## src/verilog/i2ca_defines.svh

```systemverilog
// Offsets, field positions, reset values and masks of the address and rate register block
`ifndef I2CA_DEFINES_SVH
`define I2CA_DEFINES_SVH

`define I2CA_OFS_OWN    12'h280
`define I2CA_OFS_RATE   12'h284
`define I2CA_OFS_CTRL   12'h288
`define I2CA_OFS_STAT   12'h28c
`define I2CA_OFS_DATA   12'h290

`define I2CA_BYTE_MSB   31
`define I2CA_BYTE_LSB   24
`define I2CA_RST_BYTE   8'h00

`define I2CA_OWN_MASK   8'hfe
`define I2CA_RATE_MASK  8'h3f
`define I2CA_CTRL_MASK  8'hf8

`define I2CA_CTRL_EN    7
`define I2CA_CTRL_TXAK  3

`define I2CA_STAT_DONE  7
`define I2CA_STAT_AAS   6
`define I2CA_STAT_BUSY  5
`define I2CA_STAT_SRW   2

`define I2CA_BIT_COUNT  4'h8

`endif

```

## src/verilog/i2ca_pkg.sv

```systemverilog
// Types shared by the address and rate register block
`default_nettype none
package i2ca_pkg;

   typedef struct packed {
      logic        sel;
      logic        wr;
      logic        ext;
      logic [11:0] ofs;
      logic [31:0] wdata;
   } i2ca_req_t;

   typedef struct packed {
      logic        ack;
      logic        err;
      logic [31:0] rdata;
   } i2ca_resp_t;

   typedef enum logic [3:0] {
      I2CA_IDLE = 4'b0001,
      I2CA_ADDR = 4'b0010,
      I2CA_ACK  = 4'b0100,
      I2CA_DATA = 4'b1000
   } i2ca_state_t;

endpackage
`default_nettype wire

```

## src/verilog/i2ca_rate_div.sv

```systemverilog
// Bit-rate divider: rate code to divider, half-period tick generator
`timescale 1ns/100ps
`default_nettype none
module i2ca_rate_div (
   input  wire logic       clk,
   input  wire logic       reset_n,
   input  wire logic       en,
   input  wire logic [5:0] code,
   output var  logic       tick
);
   import i2ca_pkg::*;

   localparam logic [11:0] DIV_TAB [64] = '{
      12'd28,   12'd30,   12'd34,   12'd40,   12'd44,   12'd48,   12'd56,   12'd68,
      12'd80,   12'd88,   12'd104,  12'd128,  12'd144,  12'd160,  12'd192,  12'd240,
      12'd288,  12'd320,  12'd384,  12'd480,  12'd576,  12'd640,  12'd768,  12'd960,
      12'd1152, 12'd1280, 12'd1536, 12'd1920, 12'd2304, 12'd2560, 12'd3072, 12'd3840,
      12'd20,   12'd22,   12'd24,   12'd26,   12'd28,   12'd32,   12'd36,   12'd40,
      12'd48,   12'd56,   12'd64,   12'd72,   12'd80,   12'd96,   12'd112,  12'd128,
      12'd160,  12'd192,  12'd224,  12'd256,  12'd320,  12'd384,  12'd448,  12'd512,
      12'd640,  12'd768,  12'd896,  12'd1024, 12'd1280, 12'd1536, 12'd1792, 12'd2048
   };

   logic [11:0] cnt_reg;
   logic [11:0] cnt_next;
   logic        tick_next;
   logic [11:0] half;
   logic        wrap;

   always_comb begin
      // All dividers are even, so two ticks make one bit period
      half      = {1'b0, DIV_TAB[code][11:1]};
      wrap      = (cnt_reg >= half - 12'h001);
      cnt_next  = wrap ? 12'h000 : cnt_reg + 12'h001;
      tick_next = wrap & en;
      if (!en) begin
         cnt_next = 12'h000;
      end
   end

   always_ff @(posedge clk) begin
      if (!reset_n) begin
         cnt_reg <= 12'h000;
         tick    <= 1'b0;
      end else begin
         cnt_reg <= cnt_next;
         tick    <= tick_next;
      end
   end

endmodule
`default_nettype wire

```

## src/verilog/i2ca_addr_match.sv

```systemverilog
// Calling-address matcher and slave byte receiver on the synchronised lines
`timescale 1ns/100ps
`default_nettype none
`include "i2ca_defines.svh"
module i2ca_addr_match (
   input  wire logic       clk,
   input  wire logic       reset_n,
   input  wire logic       en,
   input  wire logic [6:0] own_addr,
   input  wire logic       txak,
   input  wire logic       scl,
   input  wire logic       sda,
   output var  logic       addressed,
   output var  logic       srw,
   output var  logic       busy,
   output var  logic       done,
   output var  logic [7:0] rx_byte,
   output var  logic       sda_oe
);
   import i2ca_pkg::*;

   i2ca_state_t state_reg, state_next;
   logic [3:0]  cnt_reg, cnt_next;
   logic [7:0]  shf_reg, shf_next;
   logic        scl_reg, sda_reg;
   logic        addr_next, srw_next, busy_next, done_next, oe_next;
   logic [7:0]  rx_next;
   logic        rise, fall, start, stop;

   always_comb begin
      rise       = scl & ~scl_reg;
      fall       = ~scl & scl_reg;
      start      = scl & scl_reg & sda_reg & ~sda;
      stop       = scl & scl_reg & ~sda_reg & sda;
      state_next = state_reg;
      cnt_next   = cnt_reg;
      shf_next   = shf_reg;
      addr_next  = addressed;
      srw_next   = srw;
      busy_next  = busy;
      done_next  = 1'b0;
      rx_next    = rx_byte;
      oe_next    = sda_oe;
      if (start) begin
         // A repeated start drops the previous selection
         busy_next  = 1'b1;
         state_next = I2CA_ADDR;
         cnt_next   = 4'h0;
         addr_next  = 1'b0;
         oe_next    = 1'b0;
      end else if (stop) begin
         busy_next  = 1'b0;
         state_next = I2CA_IDLE;
         addr_next  = 1'b0;
         oe_next    = 1'b0;
      end else begin
         case (state_reg)
            I2CA_IDLE: begin
               oe_next = 1'b0;
            end
            I2CA_ADDR: begin
               if (rise) begin
                  shf_next = {shf_reg[6:0], sda};
                  cnt_next = cnt_reg + 4'h1;
               end
               if (fall && cnt_reg == `I2CA_BIT_COUNT) begin
                  if (en && shf_reg[7:1] == own_addr) begin
                     addr_next  = 1'b1;
                     srw_next   = shf_reg[0];
                     oe_next    = 1'b1;
                     state_next = I2CA_ACK;
                  end else begin
                     state_next = I2CA_IDLE;
                  end
               end
            end
            I2CA_ACK: begin
               if (fall) begin
                  oe_next    = 1'b0;
                  cnt_next   = 4'h0;
                  state_next = addressed ? I2CA_DATA : I2CA_IDLE;
               end
            end
            I2CA_DATA: begin
               if (rise) begin
                  shf_next = {shf_reg[6:0], sda};
                  cnt_next = cnt_reg + 4'h1;
               end
               if (fall && cnt_reg == `I2CA_BIT_COUNT) begin
                  rx_next    = shf_reg;
                  done_next  = 1'b1;
                  oe_next    = ~txak & ~srw;
                  state_next = I2CA_ACK;
               end
            end
            default: begin
               state_next = I2CA_IDLE;
            end
         endcase
      end
   end

   always_ff @(posedge clk) begin
      if (!reset_n) begin
         state_reg <= I2CA_IDLE;
         cnt_reg   <= 4'h0;
         shf_reg   <= 8'h00;
         scl_reg   <= 1'b1;
         sda_reg   <= 1'b1;
         addressed <= 1'b0;
         srw       <= 1'b0;
         busy      <= 1'b0;
         done      <= 1'b0;
         rx_byte   <= 8'h00;
         sda_oe    <= 1'b0;
      end else begin
         state_reg <= state_next;
         cnt_reg   <= cnt_next;
         shf_reg   <= shf_next;
         scl_reg   <= scl;
         sda_reg   <= sda;
         addressed <= addr_next;
         srw       <= srw_next;
         busy      <= busy_next;
         done      <= done_next;
         rx_byte   <= rx_next;
         sda_oe    <= oe_next;
      end
   end

endmodule
`default_nettype wire

```

## src/verilog/i2ca_top.sv

```systemverilog
// Address and bit-rate register block with slave address matching
// Behaviour
// Five byte registers sit at offsets 0x280 to 0x290 in steps of four, in data bits 31:24.
// Outside masters may reach every register here but nothing else through this block.
// The own slave address lives in bits 7:1 and is compared with each calling address.
// The stored own address is never sent out as a calling address.
// A calling address equal to the own address puts the block in slave mode for that transfer.
// Software writes zero to own-address bit 0 and to rate-code bits 7:6.
// The bit clock is the input clock divided by the divider that the six-bit rate code picks.
// Codes 0x00 to 0x0f select dividers 28 up to 240 in table order.
// Codes 0x10 to 0x1f select dividers 288 up to 3840 in table order.
// Codes 0x20 to 0x2f select dividers 20 up to 128 in table order.
// Codes 0x30 to 0x3f select dividers 160 up to 2048 in table order.
// Own-address and rate registers reset to zero and reserved bits read as zero.
`timescale 1ns/100ps
`default_nettype none
`include "i2ca_defines.svh"
module i2ca_top (
   input  wire logic                 clk,
   input  wire logic                 reset_n,
   input  wire i2ca_pkg::i2ca_req_t  req,
   output var  i2ca_pkg::i2ca_resp_t resp,
   input  wire logic                 scl_i,
   input  wire logic                 sda_i,
   output var  logic                 sda_o,
   output var  logic                 sda_oe,
   output var  logic                 slave_mode,
   output var  logic                 bit_tick
);
   import i2ca_pkg::*;

   function automatic logic is_mapped(input logic [11:0] ofs);
      is_mapped = (ofs == `I2CA_OFS_OWN)  || (ofs == `I2CA_OFS_RATE) ||
                  (ofs == `I2CA_OFS_CTRL) || (ofs == `I2CA_OFS_STAT) ||
                  (ofs == `I2CA_OFS_DATA);
   endfunction

   function automatic logic hit(input i2ca_req_t r, input logic [11:0] ofs);
      hit = r.sel && r.ofs == ofs;
   endfunction

   logic [7:0] own_reg, own_next;
   logic [7:0] rate_reg, rate_next;
   logic [7:0] ctrl_reg, ctrl_next;
   logic [7:0] data_reg, data_next;
   logic       done_reg, done_next;
   i2ca_resp_t resp_next;
   logic       scl_meta, scl_sync;
   logic       sda_meta, sda_sync;
   logic       deny;
   logic       wr;
   logic       rd_data;
   logic [7:0] stat_byte;
   logic [7:0] rbyte;
   logic [7:0] wbyte;
   logic       en;
   logic       m_addressed, m_srw, m_busy, m_done, m_oe;
   logic [7:0] m_rx;

   // Pin synchronisers; first stage feeds only the second
   always_ff @(posedge clk) begin
      if (!reset_n) begin
         scl_meta <= 1'b1;
         scl_sync <= 1'b1;
         sda_meta <= 1'b1;
         sda_sync <= 1'b1;
      end else begin
         scl_meta <= scl_i;
         scl_sync <= scl_meta;
         sda_meta <= sda_i;
         sda_sync <= sda_meta;
      end
   end

   assign en = ctrl_reg[`I2CA_CTRL_EN];

   i2ca_rate_div u_rate (
      .clk     (clk),
      .reset_n (reset_n),
      .en      (en),
      .code    (rate_reg[5:0]),
      .tick    (bit_tick)
   );

   // Matcher listens and drives only the acknowledge; the outgoing calling address is not sourced here
   i2ca_addr_match u_match (
      .clk       (clk),
      .reset_n   (reset_n),
      .en        (en),
      .own_addr  (own_reg[7:1]),
      .txak      (ctrl_reg[`I2CA_CTRL_TXAK]),
      .scl       (scl_sync),
      .sda       (sda_sync),
      .addressed (m_addressed),
      .srw       (m_srw),
      .busy      (m_busy),
      .done      (m_done),
      .rx_byte   (m_rx),
      .sda_oe    (m_oe)
   );

   always_comb begin
      // Outside masters get an error for anything beyond these five registers
      deny    = req.ext && !is_mapped(req.ofs);
      wr      = req.sel && req.wr && !deny;
      rd_data = hit(req, `I2CA_OFS_DATA) && !req.wr;
      wbyte   = req.wdata[`I2CA_BYTE_MSB:`I2CA_BYTE_LSB];
      stat_byte = 8'h00;
      stat_byte[`I2CA_STAT_DONE] = done_reg;
      stat_byte[`I2CA_STAT_AAS]  = m_addressed;
      stat_byte[`I2CA_STAT_BUSY] = m_busy;
      stat_byte[`I2CA_STAT_SRW]  = m_srw;
      case (req.ofs)
         `I2CA_OFS_OWN: begin
            rbyte = own_reg;
         end
         `I2CA_OFS_RATE: begin
            rbyte = rate_reg;
         end
         `I2CA_OFS_CTRL: begin
            rbyte = ctrl_reg;
         end
         `I2CA_OFS_STAT: begin
            rbyte = stat_byte;
         end
         `I2CA_OFS_DATA: begin
            rbyte = data_reg;
         end
         default: begin
            rbyte = 8'h00;
         end
      endcase
   end

   always_comb begin
      own_next  = own_reg;
      rate_next = rate_reg;
      ctrl_next = ctrl_reg;
      data_next = data_reg;
      if (wr && hit(req, `I2CA_OFS_OWN)) begin
         own_next = wbyte & `I2CA_OWN_MASK;
      end
      if (wr && hit(req, `I2CA_OFS_RATE)) begin
         rate_next = wbyte & `I2CA_RATE_MASK;
      end
      if (wr && hit(req, `I2CA_OFS_CTRL)) begin
         // Repeat-start bit always reads zero
         ctrl_next = wbyte & `I2CA_CTRL_MASK;
      end
      // A received byte overrides a software write in the same cycle
      if (m_done) begin
         data_next = m_rx;
      end else if (wr && hit(req, `I2CA_OFS_DATA)) begin
         data_next = wbyte;
      end
      // Completion flag: set wins over the clear made by a data read
      done_next = done_reg;
      if (rd_data && !deny) begin
         done_next = 1'b0;
      end
      if (m_done) begin
         done_next = 1'b1;
      end
   end

   always_ff @(posedge clk) begin
      if (!reset_n) begin
         own_reg  <= `I2CA_RST_BYTE;
         rate_reg <= `I2CA_RST_BYTE;
         ctrl_reg <= `I2CA_RST_BYTE;
         data_reg <= `I2CA_RST_BYTE;
         done_reg <= 1'b0;
      end else begin
         own_reg  <= own_next;
         rate_reg <= rate_next;
         ctrl_reg <= ctrl_next;
         data_reg <= data_next;
         done_reg <= done_next;
      end
   end

   always_comb begin
      resp_next       = '0;
      resp_next.ack   = req.sel;
      resp_next.err   = req.sel && deny;
      if (req.sel && !req.wr && !deny) begin
         // Lower three bytes are reserved and read as zero
         resp_next.rdata[`I2CA_BYTE_MSB:`I2CA_BYTE_LSB] = rbyte;
      end
   end

   always_ff @(posedge clk) begin
      if (!reset_n) begin
         resp       <= '0;
         sda_o      <= 1'b0;
         sda_oe     <= 1'b0;
         slave_mode <= 1'b0;
      end else begin
         resp       <= resp_next;
         // Open drain: only the enable moves, the level stays low
         sda_o      <= 1'b0;
         sda_oe     <= m_oe;
         slave_mode <= m_addressed;
      end
   end

endmodule
`default_nettype wire

```

## config.mk

```make
export PLATFORM = sky130hd
export DESIGN_NAME = i2ca_top
export DESIGN_NICKNAME = d
export VERILOG_FILES = /design/src/verilog/i2ca_pkg.sv /design/src/verilog/i2ca_rate_div.sv /design/src/verilog/i2ca_addr_match.sv /design/src/verilog/i2ca_top.sv
export VERILOG_INCLUDE_DIRS = /design/src /design/src/verilog
export SDC_FILE = /design/constraint.sdc
export NUM_CORES = 1
export LEC_CHECK = 0
export ABC_CLOCK_PERIOD_IN_PS = 5680
export BUFFER_PORTS_ARGS = -buffer_cell sky130_fd_sc_hd__buf_2
export CAP_MARGIN = 20
export CORE_ASPECT_RATIO = 0.7
export CORE_MARGIN = 1.5
export CORE_UTILIZATION = 55
export DETAILED_ROUTE_END_ITERATION = 8
export PLACE_DENSITY = 0.84
export SLEW_MARGIN = 20
export SYNTH_ARGS = -nofsm -noshare
export SYNTH_HDL_FRONTEND = slang
export SYNTH_SLANG_ARGS = --single-unit
```

## constraint.sdc

```tcl
create_clock -name clk -period 5.68 [get_ports clk]
set_input_delay 0.284 -clock clk [delete_from_list [all_inputs] [get_ports clk]]
set_output_delay 0.284 -clock clk [all_outputs]
set_load 0.02 [all_outputs]
```

# Word-level counts from Yosys, hierarchy flattened
# Memories as Yosys holds them, arrays and structs flattened.
# Cells that the tools add are included.
# classes
addsub	3
n_lt_le_gt_ge	2
eq_ne	20
mux	26
n_bitwise	22
n_reduce_logical	44
# op_table
op	count
12-bit by 10-bit equality test with 1-bit output, second input constant	5
8-bit case mux with 5 select lines	1
12-bit 2-to-1 mux	2
4-bit 2-to-1 mux	6
4-bit AND reduction	5
1-bit logical AND	18
8-bit 2-to-1 mux	2
4-bit case mux with 4 select lines	1
12-bit by 1-bit adder with 12-bit output, second input constant	1
12-bit greater-or-equal comparator	1
4-bit by 1-bit inequality test with 1-bit output, second input constant	3
1-bit inverter	12
11-bit by 1-bit subtractor with 12-bit output, second input constant	1
2-bit by 1-bit inequality test with 1-bit output, second input constant	5
5-bit AND reduction	2
1-bit AND	9
1-bit 2-to-1 mux	9
4-bit equality test, second input constant	2
4-bit case mux with 2 select lines	1
2-bit nonzero test	4
7-bit equality test	1
7-bit greater-or-equal comparator, second input constant	1
6-bit inverter with 7-bit output	1
3-bit OR reduction	2
other kinds (15)	22
# word_totals
register_bits	111
romBits	768
in_bits	51
wordCells	147
n_memories	1
# memory_table
name	words	word_bits	rd	rd_clocked_by_memory_dff	wr	line_no	source
(name not given)	64	12	1	0	0	i2ca_rate_div.sv:32	half = {1'b0, DIV_TAB[code][11:1]};

# Logic depth before layout (Yosys ltp)
# Gate-level depths: netlist of the first run.
# depth
ltp_word	12
ltp_mapped	19
depth_no_buf	16

# Hierarchy
# Synthesis of the first run repeated with hierarchy kept, for this count alone.
# unflattened
hier_cells	604
area_unflattened_um2	5176.2
# modules_own_cells
mod	n_inst	cells_per_inst	area_each_um2
i2ca_top	1	229	2045.7
i2ca_rate_div	1	201	1607.8
i2ca_addr_match	1	174	1522.7

# Least setup slack after synthesis of the first run
# No wires, ideal clock.
# synth_timing
path_kind	flip-flop to flip-flop
from	register rate_reg[0]
to	register u_rate.cnt_reg[2]
setup_time_ns	0.086
arrival_ns	3.710
required_ns	5.594
path_slack_ns	1.884
stages_incl_launch_ff	19
period_less_slack_ns	3.796
path_cell_list	dfxtp_1 -> clkbuf_1 -> inv_1 -> ha_1 -> clkbuf_1 -> and2b_1 -> a211oi_1 -> o31ai_1 -> a21oi_1 -> nor3_1 -> xor2_1 -> ha_1 -> a21o_1 -> a21oi_1 -> nor2b_1 -> o21ai_0 -> o2111ai_1 -> clkbuf_1 -> a211oi_1
# synth_via
elab_chain_cells	7
# synth_rtl
item	line_no	source
start: declaration	i2ca_top.sv:43	logic [7:0] rate_reg, rate_next;
start signal: assignment	i2ca_top.sv:169	rate_reg <= `I2CA_RST_BYTE;
start signal: assignment	i2ca_top.sv:175	rate_reg <= rate_next;
6-bit inverter with 7-bit output (not written as such)	i2ca_rate_div.sv:32	
memory read 64 x 12 bit	--	
12-bit 2-to-1 mux (not written as such) (2 in a row)	i2ca_rate_div.sv:32	
11-bit by 1-bit subtractor with 12-bit output	i2ca_rate_div.sv:33	wrap = (cnt_reg >= half - 12'h001);
12-bit greater-or-equal comparator	i2ca_rate_div.sv:33	
3-bit OR reduction (no line)	--	
end signal: assignment	i2ca_rate_div.sv:46	cnt_reg <= cnt_next;
end: declaration	i2ca_rate_div.sv:24	logic [11:0] cnt_reg;
# Every way passes these cells. The select of a mux whose other input is x is not followed.
# A chain may end at the register's enable or synchronous reset.

# Worst setup path in the final report of the first run
# layout_timing
from	register rate_reg[0]
to	register u_rate.tick
# layout_via
elab_chain_cells	7
# layout_rtl
item	line_no	source
6-bit inverter with 7-bit output (not written as such)	i2ca_rate_div.sv:32	
memory read 64 x 12 bit	--	
12-bit 2-to-1 mux (not written as such) (2 in a row)	i2ca_rate_div.sv:32	
11-bit by 1-bit subtractor with 12-bit output	i2ca_rate_div.sv:33	
12-bit greater-or-equal comparator	i2ca_rate_div.sv:33	
1-bit AND	i2ca_rate_div.sv:35	tick_next = wrap & en;
end signal: assignment	i2ca_rate_div.sv:47	tick <= tick_next;
end: declaration	i2ca_rate_div.sv:9	output var logic tick
# Every way passes these cells. The select of a mux whose other input is x is not followed.

==> flow_results.org, run 1 <==
** Drt
- The pre-antenna-repair detailed-routing pass consisted of 6 iterations.
- Remaining antenna violation count after routing :: 0
- Total wire length :: 11800 um
- The routed layout has 4183 vias.
- In the final routed layout, each cell accounts on average for 16.5 um.
- Violation count after the first detailed-routing iteration :: 496
- DRC violation count after routing :: 0
- In the routed layout, each cell is associated on average with a via count of 5.85.

** Placement
- Port buffering added 39 buffers.
- Minimum setup slack after placement :: 966 ps
- Half-perimeter wire length after detailed placement :: 8380 um
- RePlAce Congestion :: 0.907
- DP Area :: 5130 sq um
- Once placement completed, the tool counted placed cells totaling 699.

** Finish
- In the final layout, the multi-input gates occupy 2970 sq um.
- In the final layout, the share of cells above drive strength 1 is 13.1%.
- Leaving out fill and tap cells, the most frequent cell in the layout is nor2_1.
- Register Area :: 1740 sq um
- After routing the design area is 5470 sq um.
- The top cell types in the final layout, fill and taps aside, are nor2_1 (88), dfxtp_1 (87), mux2i_1 (51).
- Max FFs per register :: 12
- Core Util, Final :: 63.2%
- The finished layout holds 715 standard cells, fillers aside.
- The filler cells instantiated in the layout total 748.
- Number of diodes added for antenna fixing :: 0
- Post-layout net count :: 662
- Layout Area Growth over Synthesis :: 8.68%

** Floorplan
- Once the floorplan was initialized, standard cells occupied 58.1% of the core.
- The die is 83.0 um tall.
- # rows :: 28
- Number of ports placed on the die boundary :: 89
- Horiz. Die Dim :: 117 um
- The die covers 9740 sq um.
- Core region area :: 8650 sq um

** STA
- Max-slew headroom at the worst pin :: 27.4%
- Largest clock skew in the final design :: 4.43 ps
- Upper clock frequency limit :: 206 MHz
- Setup repair after global routing left no endpoint under its margin.
- Number of endpoints with negative hold slack in the final report :: 0
- The tightest hold path in the finished design has a slack of 121 ps.
- Across all setup checks in the final design, the least slack found is 837 ps.
- Minimum period implied by the final worst setup slack :: 4840 ps
- Final count of negative-setup-slack endpoints :: 0
- Transition time of the tightest slew-check pin :: 1070 ps
- Number of max-slew violations in the final report :: 0
- In the finished design, the share of the clock period the worst path needs comes to 85.3%.
- In the final timing run, aggregate negative setup slack is 0 ps.

** Clock tree
- Worst skew pair latency :: 350 ps
- Clock tree synthesis selected as its root buffer the cell clkbuf_16.
- After clock tree synthesis, the clock-pin slew on the worst setup and hold paths is 60 ps.
- CTS tree :: built
- Number of gates resized after cts :: 0
- The clock tree synthesis step divided the H-tree into 3 levels.
- No sink is reached through more buffers than the 2 on the longest clock path.
- In this run, CTS created clock tree buffers numbering 9.
- The number of setup buffers added after CTS is 0.
- Sinks on Clock Net :: 87
- Hold repair after CTS inserted 0 buffers.

** Critical path
- On the worst path, the slowest cell contributes a delay of 880 ps.
- For the worst setup path, the data required time is 5920 ps.
- On the critical path, the stage with the largest delay is an instance of o311ai_0.
- STA classifies the critical path startpoint as a flip-flop.
- Cell repeated most along the worst path :: ha_1
- At the worst endpoint, the arrival time is 5080 ps.
- Together, buffers and inverters on the worst path number 1.
- Ordered cell list for the critical path :: inv_1 > ha_1 > mux2i_1 > nor2_1 > o311ai_0 > nand4_1 > nor4b_2 > xor2_1 > ha_1 > a21o_1 > a21oi_1 > o2111ai_1 > and3b_1
- On the critical path the largest part of the delay comes from compound AO/OA/AOI/OAI gates.
- STA classifies the critical path endpoint as a flip-flop.
- The critical path is of the flip-flop to flip-flop type.
- Top fanout value on the critical path :: 15

** Synthesis
- Of the synthesized area, sequential elements account for 34.6%.
- After Yosys synthesis, XOR and XNOR cells account for 5.22% of the synthesized area.
- Top flip-flop cell by instance count after synthesis :: dfxtp_1
- Mapped Area :: 5030 sq um
- Main combinational cell family by area after synthesis :: simple AND/OR/NAND/NOR gates
- Multiplexer cells account for 12.2% of the synthesized area.
- In the synthesized netlist the async set-or-reset flop fraction comes to 0%.
- Yosys top cell area share :: 34.6%
- YS warnings :: 0
- A synthesized cell averages 8.80 sq um.
- The synthesized design contains 0 enable-type register cells.
- Summed over all instances, the cell type with the most area after synthesis is dfxtp_1.
- Total of flip-flops plus latches after synthesis :: 87
- Synthesis instantiated 68 different standard cells from the library.
- Cells after Synth :: 572
- Ranked by total cell area, the synthesized netlist is headed by dfxtp_1 (35%), mux2i_1 (10%), nor2_1 (6.6%).
- Synth Area in Simple Gates :: 20.1%
- Summing the areas of all compound-gate instances in the mapped netlist gives 14.5% of the synthesized area.
- Adder and majority cell fraction of the synthesized area :: 5.22%

** Global route
- The number of antenna violations at the first check in global routing came to 0.
- Most utilized layer in the global route result :: met2
- Entering global routing, the biggest net connects 46 pins.
- Vias in the first global route :: 3902
- Global routing usage on met1 :: 34.3%
- After global routing the overflow that remains totals 0.
- Global routing used 6.73% of the available met3 tracks.
- Global routing used 25.1% of the available tracks.
- Global-route wire length before repair :: 19600 um
- Met2 track demand over resource :: 39.1%

** Power and ir drop
- PwrDens :: 243 nW/um^2
- Pleak :: 2.28 nW
- Total power :: 1.33 mW
- Highest ir drop seen on vdd :: 0.163 mV

** Min path
- The path class of the tightest hold or removal check is primary input to flip-flop.

** Flow run
- The tool flagged a number of max-cap violations equal to 0.

** Status
- The flow ran to the end, and the final reports show no timing, DRC or antenna violations.
[synthesized netlist by cell type (3+ instances only)]
master     number
nor3_1          8
nor4b_2         3
inv_1          15
clkbuf_1       19
nand2_1        27
o2111ai_1       4
nand2b_1       10
o21ai_0        11
or2_2           3
dfxtp_1        87
mux2i_1        51
a31oi_1         3
buf_2           7
ha_1           21
a22oi_1         5
and3_1          7
xnor2_1        12
nand3b_1        4
a211oi_1       20
buf_4          27
nor2b_1         8
o211ai_1        4
a21o_1          5
mux2_2          5
nand3_1        17
nor2_1         88
and2_1          5
nand4_1         8
a21oi_1        22
xor2_1         18
[kinds of logic after synthesis]
group,count (synthesis)
AOI/OAI and AO/OA,100
and+or+nand+nor,201
other,1
buffers and inverters,74
muxes,58
DFF,87
xor gates and xnor gates,30
adders and majority gates,21
[final timing paths]
check | cells after the start | endpoint | from | slack, ps
setup reg to reg | 13 | u_rate.tick$_SDFF_PN0_ | rate_reg[0]$_SDFFE_PN0P_ | 840
setup / recovery | 13 | u_rate.tick$_SDFF_PN0_ | rate_reg[0]$_SDFFE_PN0P_ | 840
hold / removal | 2 | scl_meta$_SDFF_PN1_ | scl_i | 120
hold reg to reg | 1 | scl_sync$_SDFF_PN1_ | scl_meta$_SDFF_PN1_ | 420
[worst register-to-register path, stage by stage, from the launching register on]
cell	delay, ps
dfxtp_1	650
inv_1	190
ha_1	470
mux2i_1	230
nor2_1	60
o311ai_0	880
nand4_1	200
nor4b_2	320
xor2_1	200
ha_1	270
a21o_1	180
a21oi_1	180
o2111ai_1	510
and3b_1	410
[area by class of cell]
| type | count | area share [%] |
|---|---|---|
| Clock buffer | 12 | 4.69 |
| Clock inverter | 4 | 1.40 |
| Inverter | 17 | 1.21 |
| Multi-Input combinational cell | 435 | 54.4 |
| Sequential cell | 87 | 31.9 |
| Tap cell | 120 | 2.75 |
| Timing Repair Buffer | 40 | 3.71 |
[where the power goes]
| part | switching [mW] | leakage [nW] | internal (mW) |
|---|---|---|---|
| clock | 0.246 | 0.159 | 0.411 |
| combinational | 0.0420 | 1.41 | 0.0148 |
| sequential | 0.00276 | 0.702 | 0.613 |
[metal layers]
metal,part of all wire [%],up-vias
li1,-,2016
met3,7.9,22
met4,1.5,0
met5,0,-
met1,46,1971
met2,45,174
No activity file was read; power rests on OpenSTA's default activity.
==> run 2, diff against run 1 <==
--- a/config.mk
+++ b/config.mk
@@ -14,6 +14,8 @@
 export CORE_UTILIZATION = 55
 export DETAILED_ROUTE_END_ITERATION = 8
 export PLACE_DENSITY = 0.84
+export REMOVE_ABC_BUFFERS = 1
+export SKIP_CTS_REPAIR_TIMING = 1
 export SLEW_MARGIN = 20
 export SYNTH_ARGS = -nofsm -noshare
 export SYNTH_HDL_FRONTEND = slang
==> constraint.sdc (replaced) <==
create_clock -name clk -period 5.68 [get_ports clk]
set_input_delay 0.852 -clock clk [delete_from_list [all_inputs] [get_ports clk]]
set_output_delay 0.852 -clock clk [all_outputs]
set_load 0.02 [all_outputs]
==> run 2 against run 1 <==
Compared with the run above:
- maximum frequency increased by 4.8%
- wire length down 1.8%
- clock power decreased by 0.6%
- global-route usage decreased by 0.85 points
- via count about the same
- critical endpoint unchanged
- largest cell class unchanged
- largest power group unchanged
==> flow_results.org, run 2 (synthesized netlist as in run 1, its figures left out) <==
** Clock tree
- The CTS tree was built (unchanged).
- H-tree Lvls :: 3 (unchanged)
- Sinks on Clock Net :: 87 (unchanged)
- The clock insertion delay at the later pin of the skew report came to 350 ps (about the same).
- Worst-path clk slew :: 70 ps (was 60 ps)
- The CTS root buffer is clkbuf_16 (unchanged).
- The CTS buffer count came to 9 (unchanged).
- The maximum clock insertion buffer count is 2 (unchanged).

** Floorplan
- The top-level I/O count is 89 (unchanged).
- The starting density of the core came to 58.1% (unchanged).
- The horizontal die dimension was 117 um (unchanged).
- The die span in y is 83.0 um (unchanged).
- # rows :: 28 (unchanged)
- Core region area :: 8650 sq um (unchanged)
- The full die area is 9740 sq um (unchanged).

** Critical path
- Ordered cell list for the critical path :: inv_1 > ha_1 > and2b_1 > a211oi_1 > o311ai_1 > nand4_1 > nor4b_2 > xor2_1 > ha_1 > a21o_1 > a21oi_1 > o2111ai_1 > and3b_1 (was inv_1 > ha_1 > mux2i_1 > nor2_1 > o311ai_0 > nand4_1 > nor4b_2 > xor2_1 > ha_1 > a21o_1 > a21oi_1 > o2111ai_1 > and3b_1)
- Capture point of the worst reg-to-reg path :: u_rate.tick$_SDFF_PN0_ (unchanged)
- The category of the worst setup path launch point was a flip-flop (unchanged).
- The worst reg2reg path startpoint is rate_reg[0]$_SDFFE_PN0P_ (unchanged).
- The cell repeated most along the worst path is ha_1 (unchanged).
- Arrival time worst endpoint :: 4860 ps (was 5080 ps)
- The slowest library cell on the worst path is dfxtp_1 (was o311ai_0).
- Category of cells accounting for the largest share of critical-path delay :: compound AO/OA/AOI/OAI gates (unchanged)
- The logic depth of the worst register-to-register path came to 13 (unchanged).
- The critical-path maximum fanout came to 15 (unchanged).
- Buf+Inv Stages, Crit Path :: 1 (unchanged)
- CP Capture Type :: flip-flop (unchanged)
- The delay of the slowest cell on the worst path is 650 ps (was 880 ps).
- Setup slack of the most critical reg-to-reg path :: 1060 ps (was 840 ps)
- The classification of the worst setup path was flip-flop to flip-flop (unchanged).
- The worst endpoint required time was 5910 ps (was 5920 ps).

** Placement
- The final weighted congestion in routability-driven placement was 0.896 (was 0.907).
- Half-perimeter wire length after detailed placement :: 8160 um (was 8380 um)
- The number of buffers inserted by port buffering was 39 (unchanged).
- The placed instance count is 699 (unchanged).
- The area of placed instances is 5130 sq um (unchanged).

** Power and ir drop
- PwrDens :: 242 nW/um^2 (was 243 nW/um^2)
- Total power :: 1.32 mW (was 1.33 mW)
- The worst ir drop on vdd came to 0.194 mV (was 0.163 mV).
- Pleak :: 2.28 nW (about the same)

** Drt
- Post-detailed-route wirelength per cell :: 16.2 um (was 16.5 um)
- The number of iterations in the first detailed-routing pass was 5 (was 6).
- DRC violation count after routing :: 0 (unchanged)
- The total length of routed wires came to 11600 um (was 11800 um).
- The count of routing violations after the opening detailed-route iteration was 387 (was 496).
- Count of vias placed by the detailed router :: 4186 (was 4183)
- The final antenna-violating net count was 0 (unchanged).
- The post-detailed-route via-to-cell ratio came to 5.85 (about the same).

** Global route
- The number of antenna violations at the first check in global routing came to 0 (unchanged).
- Vias in the first global route :: 3899 (was 3902)
- The total global routing overflow was 0 (unchanged).
- Global-route wire length before repair :: 19100 um (was 19600 um)
- Maximum number of pins on one net before global-route repair :: 48 (was 46)
- The total routing usage reported by global routing came to 24.2% (was 25.1%).

** STA
- Largest clock skew in the final design :: 9.26 ps (was 4.43 ps)
- Final worst-path cycle share :: 81.4% (was 85.3%)
- RSZ-0062 raised after global routing :: no (unchanged)
- The time the final worst path needs with I/O delays and setup came to 4620 ps (was 4840 ps).
- Final count of negative-setup-slack endpoints :: 0 (unchanged)
- Sum of negative setup slack :: 0 ps (unchanged)
- The achievable frequency came to 216 MHz (was 206 MHz).
- The slew of the pin with the lowest slew margin was 1050 ps (was 1070 ps).
- The remaining max-slew budget at the tightest pin came to 30.1% (was 27.4%).
- Number of endpoints with negative hold slack in the final report :: 0 (unchanged)
- The number of max-slew violations in the final report is 0 (unchanged).

** Finish
- Most used cells in the layout excluding fill and tap cells :: nor2_1 (88), dfxtp_1 (87), mux2i_1 (51) (unchanged)
- The area growth from synthesis to layout is 8.65% (was 8.68%).
- The number of flip-flops in the largest register was 12 (unchanged).
- The post-layout instance count excluding filler cells was 715 (unchanged).
- Most frequent standard cell in the layout excluding fill and tap cells :: nor2_1 (unchanged)
- Design Area, Final :: 5470 sq um (about the same)
- The proportion of layout cells with a drive suffix above 1 came to 13.3% (was 13.1%).
- The number of diodes added for antenna fixing came to 0 (unchanged).
- The net total in the final layout was 662 (unchanged).
- The final core utilization is 63.2% (about the same).

** Min path
- The startpoint of the lowest-slack hold path is scl_meta$_SDFF_PN1_ (was scl_i).
- The type of the worst min-delay path was flip-flop to flip-flop (was primary input to flip-flop).
- The end point of the worst hold path was scl_sync$_SDFF_PN1_ (was scl_meta$_SDFF_PN1_).
- Number of instances on the worst hold path :: 1 (was 2)

** Flow run
- The reported max-cap violation count came to 0 (unchanged).

** Status
- Result of the run :: completed (unchanged)
-- run 2: cell count changes in the layout (fill, tap and decap cells not counted), sizes merged --
cell	before	now
inv	17	21
clkbuf	12	9
clkinvlp	1	0
-- run 2: per-layer routing --
layer,global-route usage [%],share of wire (%)
met1,32.4,45
met2,38.3,47
met3,6.87,6.0
met4,6.62,1.5
met5,0,0
-- run 2: worst max path at each step --
| stage | cells after the start | from | slack [ps] | endpoint |
|---|---|---|---|---|
| CTS | 13 | rate_reg[0]$_SDFFE_PN0P_ | 1100 | u_rate.tick$_SDFF_PN0_ |
| detailed placement | 13 | rate_reg[0]$_SDFFE_PN0P_ | 1120 | u_rate.tick$_SDFF_PN0_ |
| global placement | 13 | rate_reg[0]$_SDFFE_PN0P_ | 1280 | u_rate.tick$_SDFF_PN0_ |
| floorplan | 13 | rate_reg[0]$_SDFFE_PN0P_ | 1940 | u_rate.tick$_SDFF_PN0_ |
| finish | 13 | rate_reg[0]$_SDFFE_PN0P_ | 1060 | u_rate.tick$_SDFF_PN0_ |
| global route | 13 | rate_reg[0]$_SDFFE_PN0P_ | 610 | u_rate.cnt_reg[2]$_SDFF_PP0_ |
-- run 2: where the power goes --
group	switching, mW	total [mW]	internal [mW]
clock	0.258	0.653	0.394
sequential	0.00261	0.615	0.613
combinational	0.0419	0.0567	0.0148
total	0.303	1.32	1.02
-- run 2: layout make-up --
class	instances	area, sq um
Fill cell	764	3190
Multi-Input combinational cell	435	2970
Sequential cell	87	1740
Clock buffer	9	225
Timing Repair Buffer	40	203
Tap cell	120	150
Clock inverter	7	106
Inverter	17	66.3
-- run 2: worst reg2reg max path, delay by kind of cell (launching register included) --
kind / cells / cell delay [ps]
xor+xnor: 1 / 180
buf+inv: 1 / 190
fa+ha+maj: 2 / 730
simple gates: 4 / 1160
compound gates: 5 / 1620
flops: 1 / 650
-- run 2: per-stage QoR --
step | setup slack (ps) | hold slack [ps]
after global routing | 606 | 454
final | 1060 | 417
after floorplan | 1940 | 386
after global placement | 1280 | 393
after CTS | 1100 | 411
after detailed placement | 1120 | 395
